**src/hdl/sll_pkg.sv**
```systemverilog
// Purpose: shared constants for the serial lane link status block
// Assumes: 8-bit register port, 8b/10b decoded octets per lane
// Notes: control character codes are the decoded K values
package sll_pkg;
	localparam int SLL_LANES = 8;
	localparam logic [11:0] SLL_ADDR_FRAMING_LOCK = 12'h471;
	localparam logic [11:0] SLL_ADDR_CHECKSUM_OK = 12'h472;
	localparam logic [11:0] SLL_ADDR_SOFT_RESET = 12'h475;
	localparam logic [11:0] SLL_ADDR_LINK_CTRL = 12'h476;
	localparam int SLL_BIT_CORE_RESET = 3;
	localparam int SLL_BIT_SUBST_OFF = 6;
	localparam logic [7:0] SLL_RESET_FLAGS = 8'h00;
	localparam logic [7:0] SLL_RESET_SOFT = 8'h00;
	localparam logic [7:0] SLL_RESET_CTRL = 8'h00;
	localparam logic [7:0] SLL_READ_ZERO = 8'h00;
	localparam logic [7:0] SLL_K_SYNC = 8'hbc;
	localparam logic [7:0] SLL_K_CONFIG_START = 8'h9c;
	localparam logic [7:0] SLL_K_MF_END = 8'h7c;
	localparam logic [7:0] SLL_K_FRAME_END = 8'hfc;
	localparam logic [3:0] SLL_CFG_LAST = 4'hd;
	localparam logic [3:0] SLL_CFG_ZERO = 4'h0;
	localparam logic [3:0] SLL_CFG_ONE = 4'h1;

	typedef enum logic [3:0] {
		SLL_ST_WAIT_SYNC = 4'b0001,
		SLL_ST_WAIT_CFG = 4'b0010,
		SLL_ST_CONFIG = 4'b0100,
		SLL_ST_DATA = 4'b1000
	} sll_state_e;
endpackage : sll_pkg

```
**src/hdl/sll_lane.sv**
```systemverilog
// Purpose: one receive lane: framing lock, configuration checksum, end character substitution
// Assumes: octets arrive one per clock with i_valid, already code-group aligned
// Notes: held idle while the receiver core is in soft reset
module sll_lane
	import sll_pkg::*;
(
	input wire logic i_clock, // system clock
	input wire logic i_reset, // async reset, active high
	input wire logic i_core_reset, // receiver core soft reset
	input wire logic i_subst_off, // end character substitution off
	input wire logic i_cgs, // code group sync for this lane
	input wire logic i_valid, // octet strobe
	input wire logic [7:0] i_data, // received octet
	input wire logic i_is_k, // octet is a control character
	output logic o_framing_lock, // framing lock flag
	output logic o_checksum_ok, // checksum result flag
	output logic o_valid, // output octet strobe
	output logic [7:0] o_data // octet after substitution
);
	sll_state_e state_q;
	logic [3:0] idx_q;
	logic [7:0] sum_q;
	logic [7:0] last_q;
	logic lock_q;
	logic cks_q;
	logic end_char;

	assign end_char = i_is_k && (i_data == SLL_K_MF_END || i_data == SLL_K_FRAME_END);
	assign o_framing_lock = lock_q;
	assign o_checksum_ok = cks_q;

	always_ff @(posedge i_clock or posedge i_reset)
	begin
		if (i_reset)
			state_q <= SLL_ST_WAIT_SYNC;
		else if (i_core_reset || !i_cgs)
			state_q <= SLL_ST_WAIT_SYNC;
		else if (i_valid)
		begin
			case (state_q)
				SLL_ST_WAIT_SYNC:
					if (!(i_is_k && i_data == SLL_K_SYNC))
						state_q <= SLL_ST_WAIT_CFG;
				SLL_ST_WAIT_CFG:
					if (i_is_k && i_data == SLL_K_CONFIG_START)
						state_q <= SLL_ST_CONFIG;
				SLL_ST_CONFIG:
					if (idx_q == SLL_CFG_LAST)
						state_q <= SLL_ST_DATA;
				default:
					state_q <= state_q;
			endcase
		end
	end

	// lock on the first octet after the sync characters end; drop with sync loss
	always_ff @(posedge i_clock or posedge i_reset)
	begin
		if (i_reset)
			lock_q <= 1'b0;
		else if (i_core_reset || !i_cgs)
			lock_q <= 1'b0;
		else if (i_valid && state_q == SLL_ST_WAIT_SYNC && !(i_is_k && i_data == SLL_K_SYNC))
			lock_q <= 1'b1;
	end

	// configuration octets 0..12 are summed mod 256, octet 13 carries the sent sum
	always_ff @(posedge i_clock or posedge i_reset)
	begin
		if (i_reset)
		begin
			idx_q <= SLL_CFG_ZERO;
			sum_q <= SLL_RESET_FLAGS;
		end
		else if (state_q != SLL_ST_CONFIG)
		begin
			idx_q <= SLL_CFG_ZERO;
			sum_q <= SLL_RESET_FLAGS;
		end
		else if (i_valid)
		begin
			idx_q <= idx_q + SLL_CFG_ONE;
			sum_q <= sum_q + i_data;
		end
	end

	// result survives sync loss and is kept until the next alignment sequence or a soft reset, so software can read it late
	always_ff @(posedge i_clock or posedge i_reset)
	begin
		if (i_reset)
			cks_q <= 1'b0;
		else if (i_core_reset)
			cks_q <= 1'b0;
		else if (i_valid && i_cgs && state_q == SLL_ST_CONFIG && idx_q == SLL_CFG_LAST)
			cks_q <= (sum_q == i_data);
	end

	always_ff @(posedge i_clock or posedge i_reset)
	begin
		if (i_reset)
		begin
			o_valid <= 1'b0;
			o_data <= SLL_RESET_FLAGS;
			last_q <= SLL_RESET_FLAGS;
		end
		else
		begin
			// an octet met with sync low or soft reset is not taken, so it is never passed on
			o_valid <= i_valid && i_cgs && !i_core_reset && state_q == SLL_ST_DATA;
			if (i_valid)
			begin
				// substitution only in user data; alignment sequence passes untouched
				if (state_q == SLL_ST_DATA && end_char && !i_subst_off)
					o_data <= last_q;
				else
					o_data <= i_data;
				if (!(end_char && !i_subst_off))
					last_q <= i_data;
			end
		end
	end
endmodule : sll_lane

```
**src/hdl/sll_link_status.sv**
```systemverilog
// Purpose: per-lane link status flags and receiver link control registers
// Assumes: register port is the device's internal serial-interface register access
// Notes: read data appears one clock after the read strobe
module sll_link_status
	import sll_pkg::*;
#(
	parameter int LANES = SLL_LANES // lanes fitted
)
(
	input wire logic i_clock, // system clock 50 MHz
	input wire logic i_reset, // async reset, active high
	input wire logic [11:0] i_reg_addr, // register address
	input wire logic i_reg_wr, // write strobe
	input wire logic i_reg_rd, // read strobe
	input wire logic [7:0] i_reg_wdata, // write data
	output logic [7:0] o_reg_rdata, // read data, registered
	input wire logic [LANES-1:0] i_lane_cgs, // code group sync per lane
	input wire logic [LANES-1:0] i_lane_valid, // octet strobe per lane
	input wire logic [LANES*8-1:0] i_lane_data, // octets, lane n at [8n+7:8n]
	input wire logic [LANES-1:0] i_lane_is_k, // control character flag per lane
	output logic [LANES-1:0] o_lane_valid, // output octet strobe per lane
	output logic [LANES*8-1:0] o_lane_data, // octets after substitution
	output logic o_core_reset // receiver core soft reset level
);
	logic [7:0] soft_q;
	logic [7:0] ctrl_q;
	logic [LANES-1:0] lock;
	logic [LANES-1:0] cks;
	logic [7:0] lock_flags;
	logic [7:0] cks_flags;
	logic core_reset;
	logic subst_off;

	assign core_reset = soft_q[SLL_BIT_CORE_RESET];
	assign subst_off = ctrl_q[SLL_BIT_SUBST_OFF];
	assign o_core_reset = core_reset;

	for (genvar n = 0; n < LANES; n++)
	begin : g_lane
		sll_lane u_lane (
			.i_clock(i_clock),
			.i_reset(i_reset),
			.i_core_reset(core_reset),
			.i_subst_off(subst_off),
			.i_cgs(i_lane_cgs[n]),
			.i_valid(i_lane_valid[n]),
			.i_data(i_lane_data[n*8 +: 8]),
			.i_is_k(i_lane_is_k[n]),
			.o_framing_lock(lock[n]),
			.o_checksum_ok(cks[n]),
			.o_valid(o_lane_valid[n]),
			.o_data(o_lane_data[n*8 +: 8])
		);
	end

	// unfitted lanes read as zero
	always_comb
	begin
		lock_flags = SLL_RESET_FLAGS;
		cks_flags = SLL_RESET_FLAGS;
		lock_flags[LANES-1:0] = lock;
		cks_flags[LANES-1:0] = cks;
	end

	always_ff @(posedge i_clock or posedge i_reset)
	begin
		if (i_reset)
			soft_q <= SLL_RESET_SOFT;
		else if (i_reg_wr && i_reg_addr == SLL_ADDR_SOFT_RESET)
			soft_q <= i_reg_wdata;
	end

	// writes outside soft reset are dropped so the lanes never see a mid-frame change
	always_ff @(posedge i_clock or posedge i_reset)
	begin
		if (i_reset)
			ctrl_q <= SLL_RESET_CTRL;
		else if (i_reg_wr && i_reg_addr == SLL_ADDR_LINK_CTRL && core_reset)
			ctrl_q <= i_reg_wdata;
	end

	// status registers have no write path
	always_ff @(posedge i_clock or posedge i_reset)
	begin
		if (i_reset)
			o_reg_rdata <= SLL_READ_ZERO;
		else if (i_reg_rd)
		begin
			if (i_reg_addr == SLL_ADDR_FRAMING_LOCK)
				o_reg_rdata <= lock_flags;
			else if (i_reg_addr == SLL_ADDR_CHECKSUM_OK)
				o_reg_rdata <= cks_flags;
			else if (i_reg_addr == SLL_ADDR_SOFT_RESET)
				o_reg_rdata <= soft_q;
			else if (i_reg_addr == SLL_ADDR_LINK_CTRL)
				o_reg_rdata <= ctrl_q;
			else
				o_reg_rdata <= SLL_READ_ZERO;
		end
	end
endmodule : sll_link_status

```
**config.mk**
```make
export PLATFORM = sky130hd
export DESIGN_NAME = sll_link_status
export DESIGN_NICKNAME = d
export VERILOG_FILES = /design/src/hdl/sll_pkg.sv /design/src/hdl/sll_lane.sv /design/src/hdl/sll_link_status.sv
export SDC_FILE = /design/constraint.sdc
export NUM_CORES = 1
export LEC_CHECK = 0
export BUFFER_PORTS_ARGS = -buffer_cell sky130_fd_sc_hd__buf_2
export CAP_MARGIN = 20
export CORE_ASPECT_RATIO = 2
export CORE_MARGIN = 5
export CORE_UTILIZATION = 35
export DETAILED_ROUTE_END_ITERATION = 10
export GPL_ROUTABILITY_DRIVEN = 0
export PLACE_DENSITY = 0.53
export SYNTH_ARGS = -nofsm -noshare
export SYNTH_HDL_FRONTEND = slang
export SYNTH_SLANG_ARGS = --single-unit
```
**constraint.sdc**
```tcl
create_clock -name i_clock -period 17.1 [get_ports i_clock]
set_clock_uncertainty 0.05 [all_clocks]
set_input_delay 0.855 -clock i_clock [delete_from_list [all_inputs] [get_ports i_clock]]
set_output_delay 0.855 -clock i_clock [all_outputs]
set_load 0.1 [all_outputs]
```
==> flow_summary.toml <==
[yosys]
syn_nets = 1834
syn_area_sq_um = 16400
ys_seq_elements = 304
synth_warnings = 0
synth_top_area_share = 0.451
synthTopCellsByArea = "dfrtp_1 45%, ha_1 5.5%, mux2i_1 5.4%"
synth_edf_count = 0
async_flop_share = 1.00
synth_top_family_by_area = "simple AND/OR/NAND/NOR gates"
synth_area_per_cell_sq_um = 10.0
ys_dominant_reg_cell = "dfrtp_1"
synth-simple-area-share = 0.191
synth_compound_area_frac = 0.110
synthMuxAreaShare = 0.0989
synth-adder-area-share = 0.0646
ys_seq_area_frac = 0.464
synthDistinctLibCells = 77
syn_inst = 1642
synth_xor_area_frac = 0.0395
synth_area_leader_cell = "dfrtp_1"

[clock_tree]
cts_buffer_depth = 3
cts.sinks = 304
cts_setup_buffers = 0
cts-root-buf = "clkbuf_16"
path_clk_slew_ns = 0.07
htreeDepth = 1
cts_tree = "yes"
cts_resized = 0
numCtsBuffers = 31
ctsHoldBuffers = 0
insertion_delay_ns = 0.57

[pwr]
p_per_area_nw_per_um2 = 96.2
ir_worst_vdd_mv = 0.129
p_leak_nw = 8.63

[routing]
dr.pass1.iters = 5
drtAntennaViolNets = 0
drt-total-wl_um = 41800
wire_per_inst_um = 17.0
num_vias = 12600
drc = 0
vias_per_cell = 5.12
drt_iter0_markers = 617

[timing]
finalCriticalPeriod_ns = 2.94
setup-violations-final = 0
slew_viol_final = 0
worst_pin_slew_ns = 1.04
hold_ws_ns = 0.363
grt_setup_unrepaired = "no"
period_share = 0.172
fmax_mhz = 340
tns_ns = 0
setup_ws_ns = 14.16
hold_viol = 0
relSlewSlack = 0.304

[cells_and_area]
layout-drive-gt1-share = 0.195
final_cell_mix = "295 x dfrtp_1, 211 x nor2_1, 192 x buf_2, 126 x a21oi_1, 119 x nand2_1"
area_growth_pct = 16.2
final_nets = 1989
n_fill_cell = 4663
layout_commonest_cell = "dfrtp_1"

[floorplanning]
die_w_um = 163
start_util = 0.353
io_pins = 193
core_region_area_sq_um = 46500
rows = 112
die-area_sq_um = 51600
die_y_um = 316

[critical_path]
regToRegSetupSlack_ns = 14.69
crit_required_ns = 16.20
startpoint_type = "flip-flop"
cp-end-kind = "output pin"
cp_max_fo = 20
crit_type = "flip-flop to output pin"
r2r-start = "g_lane[6].u_lane.state_q[0]"
worstPathArrival_ns = 2.04
reg2reg_depth = 5
rr_endpoint = "g_lane[6].u_lane.state_q[1]"

[global_routing]
grt_pass1_vias = 13100
antenna_found_initial = 7
grt_pass1_wl_um = 68500
grt_max_degree = 181
grt_use_total = 0.161
grt_overflow_total = 0

[outcome]
outcome = "finished, final reports clean"

[placement]
dp_slack_ns = 13.99
port_buffers = 192
hpwl_um = 29800

[worst_hold_path]
holdCritPathClass = "input port to async pin"

[run]
cap_violations = 0
==> worst max-delay path by stage <==
stage                          startpoint                   endpoint  slack, ns  depth (start not counted)
after floorplan                   i_reset                  ctrl_q[0]       7.81                          1
after global placement    i_lane_data[56]  g_lane[7].u_lane.sum_q[6]      14.05                         10
after detailed placement    i_reg_addr[7]                  ctrl_q[3]      13.99                          7
after CTS                       soft_q[3]               o_core_reset      14.06                          2
after global routing            soft_q[3]               o_core_reset      14.04                          2
final                           soft_q[3]               o_core_reset      14.16                          2
==> state kept, by name (all words and copies together), names as in the netlist <==
register and cells:
g_lane.u_lane.sum_q 64, g_lane.u_lane.o_data 64, ctrl_q 8, g_lane.u_lane.state_q 32, g_lane.u_lane.o_valid 8, g_lane.u_lane.idx_q 32
g_lane.u_lane.o_framing_lock 8, o_reg_rdata 8, g_lane.u_lane.last_q 64, g_lane.u_lane.o_checksum_ok 8, soft_q 8
==> where the power goes <==
| part | internal [mW] | total [mW] | switching (mW) |
|---|---|---|---|
| registers | 0.756 | 0.780 | 0.0240 |
| logic | 0.0713 | 0.280 | 0.209 |
| clock network | 0.470 | 0.774 | 0.304 |
| total | 1.30 | 1.83 | 0.537 |
==> through the flow <==
stage	cell area, sq um	power [mW]	utilization	cells
floorplan	16400	1.00	-	1642
global placement	17900	1.07	0.385	2391
CTS	19100	1.87	0.410	2449
detailed placement	17900	1.08	0.385	2391
global route	19100	1.92	0.410	2449
finish	19100	1.83	0.410	2452
==> cell families after synthesis <==
kind of cell               count (synthesis)
adders and majority gates                 80
AOI/OAI and AO/OA                        289
and+or+nand+nor                          611
buffers and inverters                    130
muxes                                    154
xor gates and xnor gates                  74
DFF                                      304
==> Yosys cell counts (9+ instances only) <==
cell	n
nor3_1	37
mux2_2	65
a22oi_1	10
buf_1	13
nand2_1	119
nor4b_1	15
ha_1	72
clkbuf_1	46
a31oi_1	10
o211ai_1	12
xor2_1	16
nor3b_1	14
nor2b_1	36
nor4_1	21
dfrtp_1	296
nand2b_1	17
o21a_1	9
nand4_1	17
nand3_1	52
a211oi_1	15
nor2_1	211
o21ai_0	47
inv_1	55
a21oi_1	126
mux2i_1	89
and3_1	18
a21o_1	12
xnor2_1	58
==> per-layer routing <==
| metal | global-route usage | vias to the layer above | part of all wire |
|---|---|---|---|
| met5 | 0 | - | 0.0015 |
| met4 | 0.0515 | 8 | 0.031 |
| li1 | - | 6135 | - |
| met2 | 0.296 | 231 | 0.52 |
| met1 | 0.188 | 6110 | 0.40 |
| met3 | 0.0293 | 75 | 0.045 |
==> worst max-delay path, stage by stage (launching register included) <==
cell,delay [ns]
dfrtp_2,0.53
buf_4,0.41
buf_2,0.50
==> final cells by class <==
class                   count  area (sq um)  share of cell area
repair buffers            197          1010              0.0530
inverters                  55           214              0.0112
multi-input cells        1208          8270               0.434
flip-flops and latches    304          7620               0.400
clock inverters            17           282              0.0148
well taps                 627           785              0.0411
diodes                      3          7.51            0.000394
clock buffers              41           883              0.0463
Note: power is estimated with default switching activity, not from simulation.
